--- config.mk ---
export PLATFORM = sky130hd
export DESIGN_NAME = pvs_regs
export DESIGN_NICKNAME = d
export VERILOG_FILES = /design/src/logic/pvs_pkg.sv /design/src/logic/pvs_an_mon.sv /design/src/logic/pvs_pol_filt.sv /design/src/logic/pvs_regs.sv
export SDC_FILE = /design/constraint.sdc
export NUM_CORES = 1
export LEC_CHECK = 0
export BUFFER_PORTS_ARGS = -buffer_cell sky130_fd_sc_hd__buf_4
export CORE_MARGIN = 5
export CORE_UTILIZATION = 35
export CTS_CLUSTER_DIAMETER = 200
export DETAILED_ROUTE_END_ITERATION = 10
export PLACE_DENSITY = 0.59
export SYNTH_ARGS = -nofsm -noshare
export SYNTH_HDL_FRONTEND = slang
export SYNTH_SLANG_ARGS = --single-unit
--- constraint.sdc ---
create_clock -name clk -period 1.9 [get_ports clk]
set_clock_uncertainty 0.15 [all_clocks]
set_input_delay 0.095 -clock clk [delete_from_list [all_inputs] [get_ports clk]]
set_output_delay 0.095 -clock clk [all_outputs]
set_load 0.005 [all_outputs]
--- src/logic/pvs_pkg.sv ---
`default_nettype none
package pvs_pkg;
  // Register port geometry
  localparam int ADDR_W = 5;
  localparam int DATA_W = 16;

  // Register indices
  localparam logic [4:0] REG_VCS      = 5'h11;
  localparam logic [4:0] REG_TBS      = 5'h12;
  localparam logic [4:0] REG_IRQ_STAT = 5'h1A;
  localparam logic [4:0] REG_IRQ_CLR  = 5'h1B;
  localparam logic [4:0] REG_IRQ_EN   = 5'h1C;

  // Vendor configuration and status fields
  localparam int VCS_MODE_LSB = 12;
  localparam int VCS_RSV_LSB  = 9;
  localparam int VCS_ADDR_LSB = 4;
  localparam int VCS_DBG_LSB  = 0;

  // Ten-megabit configuration and status fields
  localparam int TBS_LP_BIT  = 14;
  localparam int TBS_HB_BIT  = 13;
  localparam int TBS_SQ_BIT  = 12;
  localparam int TBS_JAB_BIT = 11;
  localparam int TBS_SER_BIT = 10;
  localparam int TBS_POL_BIT = 0;

  // Interrupt status bits
  localparam int IRQ_W       = 3;
  localparam int IRQ_AN_DONE = 0;
  localparam int IRQ_POL     = 1;
  localparam int IRQ_DBG     = 2;

  // Reset values
  localparam logic [3:0] MODE_RST = 4'hF;
  localparam logic [3:0] DBG_RST  = 4'h0;
  localparam logic       LP_RST   = 1'h1;
  localparam logic       HB_RST   = 1'h1;
  localparam logic       SQ_RST   = 1'h1;
  localparam logic       JAB_RST  = 1'h1;
  localparam logic       POL_RST  = 1'h0;
  localparam logic [2:0] IRQ_RST  = 3'h0;

  // Cycles the raw polarity must disagree before the flag follows
  localparam int POL_FILT_CYCLES = 8;

  // Negotiation debug codes
  typedef enum logic [3:0] {
    AN_IDLE      = 4'h0,
    AN_ABIL_OK   = 4'h1,
    AN_ACK_OK    = 4'h2,
    AN_ACK_FAIL  = 4'h3,
    AN_CONS_OK   = 4'h4,
    AN_CONS_FAIL = 4'h5,
    AN_PD_READY  = 4'h6,
    AN_PD_FAIL   = 4'h7,
    AN_DONE_OK   = 4'h8
  } pvs_an_code_t;
endpackage
`default_nettype wire

--- src/logic/pvs_an_mon.sv ---
`default_nettype none
module pvs_an_mon
  import pvs_pkg::*;
(
  // Clock and reset
  input  wire logic       clk,
  input  wire logic       rst,
  // Negotiation engine
  input  wire logic       an_done,
  input  wire logic [3:0] an_result,
  input  wire logic [3:0] an_state_code,
  // Captured status
  output logic      [3:0] mode_flags,
  output logic      [3:0] dbg_code,
  output logic            done_evt,
  output logic            dbg_evt
);
  logic legal;  // Code lies in the documented set

  assign legal = (an_state_code <= AN_DONE_OK);

  // Resolved mode only moves when negotiation finishes
  always_ff @(posedge clk) begin
    if (rst) begin
      mode_flags <= MODE_RST;
    end else if (an_done) begin
      mode_flags <= an_result;
    end
  end

  // Illegal codes are dropped so software never sees a bogus state
  always_ff @(posedge clk) begin
    if (rst) begin
      dbg_code <= DBG_RST;
    end else if (legal) begin
      dbg_code <= an_state_code;
    end
  end

  // Events line up with the register update
  always_ff @(posedge clk) begin
    done_evt <= !rst && an_done;
    dbg_evt  <= !rst && legal && (an_state_code != dbg_code);
  end

  AST_DBG_HOLD: assert property (@(posedge clk) disable iff (rst)
    !legal |=> $stable(dbg_code)) else $error("debug code took illegal value");
endmodule
`default_nettype wire

--- src/logic/pvs_pol_filt.sv ---
`default_nettype none
module pvs_pol_filt
  import pvs_pkg::*;
#(
  parameter int FILT = POL_FILT_CYCLES
) (
  // Clock and reset
  input  wire logic clk,
  input  wire logic rst,
  // Raw detector level from the receiver
  input  wire logic raw,
  // Filtered flag and its change pulse
  output logic      flag,
  output logic      flip_evt
);
  localparam int CW = $clog2(FILT + 1);

  logic [CW-1:0] cnt;  // Cycles of disagreement so far
  logic          hit;  // Disagreement lasted long enough

  assign hit = (raw != flag) && (cnt == CW'(FILT - 1));

  // Flag is set and cleared by the receiver alone; glitches are filtered
  always_ff @(posedge clk) begin
    if (rst) begin
      flag <= POL_RST;
      cnt  <= '0;
    end else if (raw == flag) begin
      cnt <= '0;
    end else if (hit) begin
      flag <= raw;
      cnt  <= '0;
    end else begin
      cnt <= cnt + 1'b1;
    end
  end

  // One pulse per change of the flag
  always_ff @(posedge clk) begin
    flip_evt <= !rst && hit;
  end

  AST_POL_CAUSE: assert property (@(posedge clk) disable iff (rst)
    $changed(flag) |-> $past(raw) == flag) else $error("polarity flag moved without cause");
endmodule
`default_nettype wire

--- src/logic/pvs_regs.sv ---
`default_nettype none
module pvs_regs
  import pvs_pkg::*;
#(
  parameter int POL_FILT = POL_FILT_CYCLES
) (
  // Clock and reset
  input  wire logic              clk,
  input  wire logic              rst,
  // Register port
  input  wire logic [ADDR_W-1:0] addr,
  input  wire logic [DATA_W-1:0] wdata,
  input  wire logic              wr,
  input  wire logic              rd,
  output logic      [DATA_W-1:0] rdata,
  // Straps caught at reset
  input  wire logic [4:0]        strap_addr,
  input  wire logic              strap_serial,
  // Negotiation engine
  input  wire logic              an_mode,
  input  wire logic              an_done,
  input  wire logic [3:0]        an_result,
  input  wire logic [3:0]        an_state_code,
  // Operating conditions
  input  wire logic              speed_100,
  input  wire logic              full_duplex,
  input  wire logic              loopback_10,
  input  wire logic              rx_pol_raw,
  // Controls to the datapath
  output logic      [4:0]        mgmt_device_address,
  output logic                   mode_flags_valid,
  output logic                   link_pulse_tx,
  output logic                   force_good_link,
  output logic                   heartbeat_on,
  output logic                   jabber_on,
  output logic                   squelch_normal,
  output logic                   serial_host_mode,
  // Interrupt
  output logic                   irq
);
  // Status captured from the negotiation engine
  logic [3:0] mode_flags;             // Resolved mode, one-hot
  logic [3:0] negotiation_debug_code; // Negotiation state code
  logic       done_evt;               // Negotiation finished
  logic       dbg_evt;                // Debug code changed

  // Polarity status
  logic polarity_reversed_flag;  // Filtered polarity
  logic pol_evt;                 // Polarity flag moved

  // Writable configuration
  logic link_pulse_enable;        // Link pulses on
  logic heartbeat_enable;         // Heartbeat on
  logic squelch_enable;           // Normal squelch
  logic jabber_enable;            // Jabber on
  logic serial_host_mode_select;  // Serial host mode

  // Interrupt registers
  logic [IRQ_W-1:0] irq_stat;    // Sticky events
  logic [IRQ_W-1:0] irq_en;      // Enable mask
  logic [IRQ_W-1:0] irq_clr;     // Clear mask of this cycle
  logic [IRQ_W-1:0] irq_events;  // Events of this cycle

  // Decoded accesses
  logic             wr_vcs;   // Write to vendor register
  logic             wr_tbs;   // Write to ten-megabit register
  logic [DATA_W-1:0] rd_word; // Word for the current address

  assign wr_vcs = wr && (addr == REG_VCS);
  assign wr_tbs = wr && (addr == REG_TBS);

  // Negotiation status capture
  pvs_an_mon u_an_mon (
    .clk           (clk),
    .rst           (rst),
    .an_done       (an_done),
    .an_result     (an_result),
    .an_state_code (an_state_code),
    .mode_flags    (mode_flags),
    .dbg_code      (negotiation_debug_code),
    .done_evt      (done_evt),
    .dbg_evt       (dbg_evt)
  );

  // Polarity filter on the receive side
  pvs_pol_filt #(
    .FILT (POL_FILT)
  ) u_pol_filt (
    .clk      (clk),
    .rst      (rst),
    .raw      (rx_pol_raw),
    .flag     (polarity_reversed_flag),
    .flip_evt (pol_evt)
  );

  // Address field: strap value at reset, software may change it later
  always_ff @(posedge clk) begin
    if (rst) begin
      mgmt_device_address <= strap_addr;
    end else if (wr_vcs) begin
      // Only the address field is taken; status bits ignore the write
      mgmt_device_address <= wdata[VCS_ADDR_LSB +: 5];
    end
  end

  // Ten-megabit options; reserved and read-only bits are dropped
  always_ff @(posedge clk) begin
    if (rst) begin
      link_pulse_enable <= LP_RST;
      heartbeat_enable  <= HB_RST;
      squelch_enable    <= SQ_RST;
      jabber_enable     <= JAB_RST;
    end else if (wr_tbs) begin
      link_pulse_enable <= wdata[TBS_LP_BIT];
      heartbeat_enable  <= wdata[TBS_HB_BIT];
      squelch_enable    <= wdata[TBS_SQ_BIT];
      jabber_enable     <= wdata[TBS_JAB_BIT];
    end
  end

  // Serial mode select has its own strap reset value
  always_ff @(posedge clk) begin
    if (rst) begin
      serial_host_mode_select <= strap_serial;
    end else if (wr_tbs) begin
      serial_host_mode_select <= wdata[TBS_SER_BIT];
    end
  end

  // Datapath controls, registered so they never glitch
  always_ff @(posedge clk) begin
    if (rst) begin
      mode_flags_valid <= 1'b0;
      link_pulse_tx    <= 1'b0;
      force_good_link  <= 1'b0;
      heartbeat_on     <= 1'b0;
      jabber_on        <= 1'b0;
      squelch_normal   <= SQ_RST;
      serial_host_mode <= 1'b0;
    end else begin
      // Flags only describe a negotiated link
      mode_flags_valid <= an_mode;
      // The link pulse bit has no effect at 100 Mbps
      link_pulse_tx    <= link_pulse_enable && !speed_100;
      force_good_link  <= !link_pulse_enable && !speed_100;
      // No collision, so no heartbeat, in full duplex
      heartbeat_on     <= heartbeat_enable && !full_duplex;
      // The bit governs only the two named ten-megabit modes
      if (!speed_100 && (full_duplex || loopback_10)) begin
        jabber_on <= jabber_enable;
      end else begin
        jabber_on <= 1'b1;
      end
      squelch_normal   <= squelch_enable;
      // Serial host mode cannot run at 100 Mbps
      serial_host_mode <= serial_host_mode_select && !speed_100;
    end
  end

  // Read word assembly; reserved positions stay zero
  always_comb begin
    rd_word = '0;
    unique case (addr)
      REG_VCS: begin
        rd_word[VCS_MODE_LSB +: 4] = mode_flags;
        rd_word[VCS_ADDR_LSB +: 5] = mgmt_device_address;
        rd_word[VCS_DBG_LSB +: 4]  = negotiation_debug_code;
      end
      REG_TBS: begin
        rd_word[TBS_LP_BIT]  = link_pulse_enable;
        rd_word[TBS_HB_BIT]  = heartbeat_enable;
        rd_word[TBS_SQ_BIT]  = squelch_enable;
        rd_word[TBS_JAB_BIT] = jabber_enable;
        rd_word[TBS_SER_BIT] = serial_host_mode_select;
        rd_word[TBS_POL_BIT] = polarity_reversed_flag;
      end
      REG_IRQ_STAT: begin
        rd_word[IRQ_W-1:0] = irq_stat;
      end
      REG_IRQ_EN: begin
        rd_word[IRQ_W-1:0] = irq_en;
      end
      // Clear register and unmapped addresses read zero
      default: begin
        rd_word = '0;
      end
    endcase
  end

  // Read data stand only in the cycle after the strobe
  always_ff @(posedge clk) begin
    if (rst) begin
      rdata <= '0;
    end else if (rd) begin
      rdata <= rd_word;
    end else begin
      rdata <= '0;
    end
  end

  // Interrupt sources and the clear of this cycle
  assign irq_events = {dbg_evt, pol_evt, done_evt};
  assign irq_clr    = (wr && addr == REG_IRQ_CLR) ? wdata[IRQ_W-1:0] : '0;

  // Sticky status; a new event wins over a clear in the same cycle
  always_ff @(posedge clk) begin
    if (rst) begin
      irq_stat <= IRQ_RST;
    end else begin
      irq_stat <= (irq_stat & ~irq_clr) | irq_events;
    end
  end

  // Enable mask
  always_ff @(posedge clk) begin
    if (rst) begin
      irq_en <= IRQ_RST;
    end else if (wr && addr == REG_IRQ_EN) begin
      irq_en <= wdata[IRQ_W-1:0];
    end
  end

  // Level interrupt, combinational from the two registers
  assign irq = |(irq_stat & irq_en);

  // Checks on the register behaviour
  AST_MODE_RST: assert property (@(posedge clk)
    rst |=> mode_flags == MODE_RST) else $error("mode flags not all ones after reset");

  AST_MODE_LOAD: assert property (@(posedge clk) disable iff (rst)
    an_done |=> mode_flags == $past(an_result)) else $error("resolved mode not latched");

  AST_MODE_VALID: assert property (@(posedge clk) disable iff (rst)
    ##1 mode_flags_valid == $past(an_mode)) else $error("valid flag does not follow mode");

  AST_RSV_VCS: assert property (@(posedge clk) disable iff (rst)
    rd && addr == REG_VCS |=> rdata[VCS_RSV_LSB +: 3] == 3'h0) else $error("reserved bits read nonzero");

  AST_RSV_TBS: assert property (@(posedge clk) disable iff (rst)
    rd && addr == REG_TBS |=> rdata[15] == 1'b0 && rdata[9:1] == 9'h000)
    else $error("reserved bits read nonzero");

  AST_ADDR_WR: assert property (@(posedge clk) disable iff (rst)
    wr_vcs ##1 rd && addr == REG_VCS |=> rdata[VCS_ADDR_LSB +: 5] == $past(wdata[VCS_ADDR_LSB +: 5], 2))
    else $error("address field not written");

  AST_DBG_READ: assert property (@(posedge clk) disable iff (rst)
    rd && addr == REG_VCS |=> rdata[VCS_DBG_LSB +: 4] == $past(negotiation_debug_code))
    else $error("debug code not read back");

  AST_LINK: assert property (@(posedge clk) disable iff (rst)
    !speed_100 && !link_pulse_enable |=> force_good_link && !link_pulse_tx)
    else $error("good link not forced");

  AST_HB_FDX: assert property (@(posedge clk) disable iff (rst)
    full_duplex |=> !heartbeat_on) else $error("heartbeat active in full duplex");

  AST_JAB: assert property (@(posedge clk) disable iff (rst)
    !speed_100 && full_duplex |=> jabber_on == $past(jabber_enable)) else $error("jabber ignores its bit");

  AST_SER_100: assert property (@(posedge clk) disable iff (rst)
    speed_100 |=> !serial_host_mode) else $error("serial mode at 100 Mbps");

  AST_POL_READ: assert property (@(posedge clk) disable iff (rst)
    rd && addr == REG_TBS |=> rdata[TBS_POL_BIT] == $past(polarity_reversed_flag))
    else $error("polarity flag not read back");

  AST_RO_KEEP: assert property (@(posedge clk) disable iff (rst)
    wr_vcs && !an_done |=> $stable(mode_flags)) else $error("write changed resolved mode");

  AST_IRQ_SET: assert property (@(posedge clk) disable iff (rst)
    done_evt && irq_en[IRQ_AN_DONE] |=> irq) else $error("interrupt not raised");

  // Main scenarios
  COV_AN_DONE: cover property (@(posedge clk) disable iff (rst) an_done ##1 rd && addr == REG_VCS);
  COV_POL: cover property (@(posedge clk) disable iff (rst) pol_evt);
  COV_CLR_RACE: cover property (@(posedge clk) disable iff (rst) irq_clr[IRQ_DBG] && dbg_evt);
  COV_SER: cover property (@(posedge clk) disable iff (rst) serial_host_mode);
  // Back-to-back write and read of the address field, no idle cycle between
  COV_ADDR_B2B: cover property (@(posedge clk) disable iff (rst) wr_vcs ##1 rd && addr == REG_VCS);
endmodule
`default_nettype wire

==> run metrics, run 1 <==
run status complete, no violations; CTS sink count 54; Final min period about 1.7 ns; critical path launch point type input pin; unrepaired setup endpoints after global routing false; Die Y 89.2 µm; Peak supply drop 0.000423 V; core footprint 6030 µm²; Final GP Congestion 0.781; clock slew at reported path FFs around 0.09 ns; Starting Density ~36%; endpoint of the worst hold path u_pol_filt.flag$_SDFFE_PP0P_; DIE WIDTH between 80 and 90 µm; Starting DRT DRC Count ~150; final setup margin ~0.23 ns; sequential-to-total area share from yosys stat about half; crit path max fanout 1; Synth area leaders dfxtp_1 (44%), edfxtp_1 (8.2%), nand3_1 (3.6%); Setup-failing EPs final 0; sw frac about a fifth; cell-internal power around 0.0018 W; delay-heaviest family, CP buffers and inverters; Clk pwr share about 33%; Synth Instances roughly 210; sequential share of power between 50% and 60%; Final Max Slew Viols 0; GR Overflow Total 0; Layout Utilization 54.6%; Comb power frac a little over an eighth; P_leak about 1.4 nW; layout cell share with drive strength beyond 1 between 30% and 40%; CTS tree yes; Gates resized, CTS repair 0; Worst-Skew Late Latency about 0.30 ns; Critical Path End Type flop; FMAX approximately 0.6 GHz; worst hold path class in2reg; synthesized cell area between 2000 and 2500 µm²; slowest stage delay, CP 0.56 ns; via/cell ratio between 4 and 5; global-route wire length before repair 8700 µm; post-synth top area share between 40% and 50%; post-synthesis async set-or-reset flop share 0%; number of flops mapped to enable cells by yosys 6; reg2reg path depth 3; Synth Warn # 0; Port Buffer Count between 60 and 70; net count after synthesis between 200 and 300; Crit Path Class in2reg; largest net degree at the start of global routing 27; P_sw roughly 0.00048 W; # diodes 0; via count about 1900; Max Cap Violations 0; hpwl dp 3640 µm; top_reg_cell synth dfxtp_1; r2r setup slk a little over 0.4 ns; hold depth 2; antenna violations before repair 0; TNS Setup 0 ns; Root Driver clkbuf_8; area of the die approximately 8000 µm²; R2R Path End u_an_mon.mode_flags[3]$_SDFFE_PP1P_; synthesis-stage register bit count between 50 and 60; total track usage ~14%; row count 28; Slowest cell on crit path dlygate4sd3_1; Synth area leader dfxtp_1; Max Buffers Root-to-Sink 2; Top Ports between 70 and 80; Most Frequent Cell on Critical Path dlygate4sd3_1; routed len/inst around 13 µm; DR pass1 iterations 5; Final ANT Viol Nets 0; area grow syn2layout 49.9%; total power per unit cell area about 690 nW/µm²; Avg Cell Area, Syn ~11 µm²; pre-CTS WS 0.374 ns; vias in the first global route 1900; hold_sp rst; synth unique cells 47; CP bufs+invs 3; critical path arrival around 1.6 ns; Hold Vio Cnt, Final 0; CTS H-tree lvls 2; Reg2Reg Launch Point u_an_mon.mode_flags[3]$_SDFFE_PP1P_; Final #Nets 364; Required @ worst endpoint 1.80 ns; final WL 5290 µm; CTS buffer count 5; worst path cell trace dlygate4sd3_1 > buf_4 > mux2_2 > dlygate4sd3_1; # DRC 0; Tcrit/Tclk final between 80 and 90%
how the worst max path moves through the flow:
stage	depth (start not counted)	end	startpoint
6_report	4	mgmt_device_address[2]$_DFFE_PP_	strap_addr[2]
4_1_cts	4	mgmt_device_address[0]$_DFFE_PP_	wdata[4]
5_1_grt	4	mgmt_device_address[4]$_DFFE_PP_	wdata[8]
3_5_place_dp	4	rdata[7]$_SDFF_PP0_	addr[1]
2_1_floorplan	3	mgmt_device_address[0]$_DFFE_PP_	addr[1]
3_3_place_gp	4	rdata[3]$_SDFF_PP0_	addr[3]
cell usage in the layout, fill, tap and decap left out, drive strengths merged, types with 3 or more instances in the layout:
| cell | count |
|---|---|
| edfxtp | 6 |
| o21ai | 10 |
| nor2b | 8 |
| inv | 11 |
| a211o | 8 |
| mux2 | 6 |
| nor3 | 4 |
| a31oi | 3 |
| and2 | 8 |
| clkbuf | 7 |
| dfxtp | 48 |
| a21oi | 9 |
| and4bb | 3 |
| buf | 72 |
| nor2 | 9 |
| nand4 | 3 |
| nand3b | 4 |
| a221oi | 3 |
| nand3 | 16 |
| xor2 | 6 |
| nor3b | 4 |
| and3 | 5 |
| dlygate4sd3 | 41 |
layer usage:
layer | up-vias | wire length (µm) | track usage (%)
met5 | - | 0 | 0
met4 | 0 | 25 | 3.65
met3 | 2 | 370 | 3.78
met2 | 47 | 2610 | 23.2
met1 | 861 | 2280 | 18.3
li1 | 962 | - | -
power groups by stage:
stage                     Sequential (W)  Clock (W)  Combinational, W
after floorplan                  0.00124          0          0.000108
after global placement           0.00124          0          0.000231
after detailed placement         0.00124          0          0.000233
after CTS                        0.00122   0.000762          0.000303
after global routing             0.00122   0.000806          0.000336
final                            0.00121   0.000739          0.000304
through the flow:
step           cells  cell area (µm²)  total power [W]  hold WS (ns)
2_1_floorplan    209             2190          0.00135        0.0161
3_3_place_gp     345             2770          0.00147         0.123
3_5_place_dp     345             2770          0.00147         0.122
4_1_cts          394             3290          0.00228       0.00172
5_1_grt          394             3290          0.00236        0.0180
6_report         394             3290          0.00226        0.0128
synthesized netlist by cell type (2+ instances only):
library cell	instances
nor3_1	4
a211o_2	4
nand3_1	16
edfxtp_1	6
nor2b_1	8
clkbuf_1	4
buf_1	3
buf_2	2
inv_1	11
and4_2	2
and3_2	4
o21ai_0	10
and2_1	8
nand2b_1	2
a21oi_1	9
nand3b_1	4
nor2_1	9
a31oi_1	3
nand4_1	3
mux2_2	6
xor2_1	6
dfxtp_1	48
and4b_1	2
a221oi_1	3
nor4b_4	2
and4bb_2	3
a211o_1	4
nor3b_1	4
registers in the layout, indices dropped and copies added (netlist names), 3 cells and up:
register             count
mgmt_device_address      5
irq_en                   3
u_pol_filt.cnt           4
irq_stat                 3
u_an_mon.dbg_code        4
u_an_mon.mode_flags      4
rdata                   15
cell type report:
cell class                 count  area [µm²]
timing repair buffer         113         951
clock inverter                 1        30.0
clock buffer                   7        76.3
inverter                      11        41.3
fill                         557        2740
multi-input combinational    133         957
tap                           75        93.8
sequential                    54        1140
cell families after synthesis:
family	count (synthesis)	synth area share, %
AND/OR/NAND/NOR	81	25.5
flip-flops	54	52.0
AO/OA/AOI/OAI	36	11.1
buffers and inverters	22	4.39
XOR/XNOR	7	2.79
multiplexers	7	3.53
adder cells (fa/ha/maj)	1	0.570
other	1	0.171
timing repair:
item | 4_1_cts | 5_1_grt
hold buffers | 41 | 0
setup buffers | 0 | 0
hold endpoints to repair | 35 | 0
Power figures use the tool's default switching activity.
==> inputs of run 2 (changes only) <==
==> constraint.sdc (replaced) <==
create_clock -name clk -period 1.9 [get_ports clk]
set_clock_uncertainty 0.15 [all_clocks]
set_input_delay 0.19 -clock clk [delete_from_list [all_inputs] [get_ports clk]]
set_output_delay 0.19 -clock clk [all_outputs]
set_load 0.005 [all_outputs]
==> run 2 against run 1 <==
Worst hold slack worse by 0.011 ns. Register-to-register slack better by 0.02 ns. Critical path type unchanged. Critical path depth unchanged. Largest power group unchanged. Highest routed layer unchanged. Critical endpoint is now u_an_mon.mode_flags[2]$_SDFFE_PP1P_. Fmax up 2.5%. Die area unchanged. Via count down 5.3%. Sequential power about the same.
==> run metrics, run 2 (synthesis gave the netlist of run 1 again) <==
GR Overflow Total 0; P_leak around 1.3 nW; via count approximately 1800; Worst-Skew Late Latency between 0.3 and 0.4 ns; CTS sink count 54; r2r setup slk between 0.4 and 0.5 ns; Port Buffer Count 69; Final min period 1.63 ns; critical path arrival 1.69 ns; worst path cell trace dlygate4sd3_1 > buf_4 > a211o_1 > dlygate4sd3_1; Layout Utilization approximately half; DR pass1 iterations 4; Final #Nets ~340; area of the die approximately 8000 µm²; Die Y a little under 90 µm; setup repair bufs after CTS 0; # diodes 0; Crit Path Class in2reg; CTS tree yes; row count 28; Top Ports 74; max reg flops 15; relative slew slack 65.7%; Most Frequent Cell on Critical Path dlygate4sd3_1; worst hold path class in2reg; hpwl dp ~3600 µm; run status complete, no violations; Tcrit/Tclk final 85.9%; antenna violations before repair 0; largest register by flop count rdata; area grow syn2layout 36.2%; hold_sp an_state_code[3]; final setup margin 0.268 ns; clock slew at reported path FFs 0.10 ns; total power per unit cell area between 700 and 800 nW/µm²; global-route wire length before repair approximately 8200 µm; DIE WIDTH roughly 89 µm; routed len/inst around 14 µm; Max Cap Violations 0; vias in the first global route between 1500 and 2000; Starting Density between 30% and 40%; FMAX ~0.61 GHz; TNS Setup 0 ns; Peak supply drop around 0.00044 V; R2R Path End u_an_mon.mode_flags[0]$_SDFFE_PP1P_; Hold Vio Cnt, Final 0; biggest regs rdata x15, mgmt_device_address x5; total track usage a little over an eighth; pre-CTS WS around 0.27 ns; Root Driver clkbuf_8; via/cell ratio 4.84; Setup-failing EPs final 0; crit path max fanout 1; reg2reg path depth 3; final WL 5090 µm; Final Max Slew Viols 0; commonest non-fill, non-tap cells in the layout buf_4 (72), dfxtp_1 (48), nand3_1 (16); Slowest cell on crit path dlygate4sd3_1; critical path launch point type input pin; Fillers roughly 590; Final ANT Viol Nets 0; # DRC 0; Required @ worst endpoint 1.95 ns; Final GP Congestion 0.770; slew at the pin closest to its max-slew limit 0.507 ns; endpoint of the worst hold path u_an_mon.dbg_code[1]$_SDFFE_PP0P_; commonest non-fill, non-tap cell in the layout buf_4; CTS H-tree lvls 2; hold depth 2; CTS buffer count 5; Reg2Reg Launch Point u_an_mon.mode_flags[0]$_SDFFE_PP1P_; Starting DRT DRC Count 95; layout cell share with drive strength beyond 1 between 30% and 40%; Max Buffers Root-to-Sink 2; hold slack final ~0.0016 ns; unrepaired setup endpoints after global routing false; largest net degree at the start of global routing 41; core footprint roughly 6000 µm²; slowest stage delay, CP 0.55 ns; Critical Path End Type flop
run 2: stage by stage:
stage | cells | total power, W | instance area, µm²
6_report | 366 | 0.00211 | 2990
5_1_grt | 366 | 0.00221 | 2990
4_1_cts | 366 | 0.00213 | 2990
3_5_place_dp | 345 | 0.00148 | 2770
3_3_place_gp | 345 | 0.00148 | 2770
2_1_floorplan | 209 | 0.00135 | 2190
run 2: worst max-delay path by stage:
stage / startpoint / endpoint / slack, ns
global route: irq_stat[0]$_SDFF_PP0_ / irq / 0.15
finish: an_result[2] / u_an_mon.mode_flags[2]$_SDFFE_PP1P_ / 0.27
CTS: an_result[3] / u_an_mon.mode_flags[3]$_SDFFE_PP1P_ / 0.29
floorplan: addr[1] / mgmt_device_address[0]$_DFFE_PP_ / 0.43
detailed placement: addr[3] / rdata[4]$_SDFF_PP0_ / 0.27
global placement: addr[3] / rdata[8]$_SDFF_PP0_ / 0.30
run 2: worst max-delay path: cells and delay by family:
family | cells | cell delay [ns]
buf+inv | 3 | 1.21
compound gates | 1 | 0.28
run 2: repair_timing:
item,in CTS,in global routing
hold endpoints to repair,12,0
hold buffers,13,0
gates resized for setup,0,0
endpoints found under the setup margin,0,0
run 2: power by group:
part / total (W) / switching (W) / internal [W]
registers: 0.00121 / 0.0000206 / 0.00119
clock network: 0.000639 / 0.000377 / 0.000262
logic: 0.000257 / 0.000108 / 0.000149
total: 0.00211 / 0.000506 / 0.00160
run 2: area by class of cell:
class | count | area [µm²] | area share [%]
clock inverters | 2 | 12.5 | 0.419
multi-input cells | 133 | 957 | 32.0
clock buffers | 6 | 72.6 | 2.43
flip-flops and latches | 54 | 1140 | 38.2
inverters | 11 | 41.3 | 1.38
well taps | 75 | 93.8 | 3.14
repair buffers | 85 | 671 | 22.4
run 2: routing by layer:
layer / vias to the layer above / wire length, µm / share of wire [%] / GRT usage (%)
li1: 910 / - / - / -
met1: 807 / 2320 / 46 / 17.3
met2: 49 / 2340 / 46 / 20.8
met3: 7 / 360 / 7.1 / 4.24
met4: 0 / 71 / 1.4 / 4.74
met5: - / 0 / 0 / 0
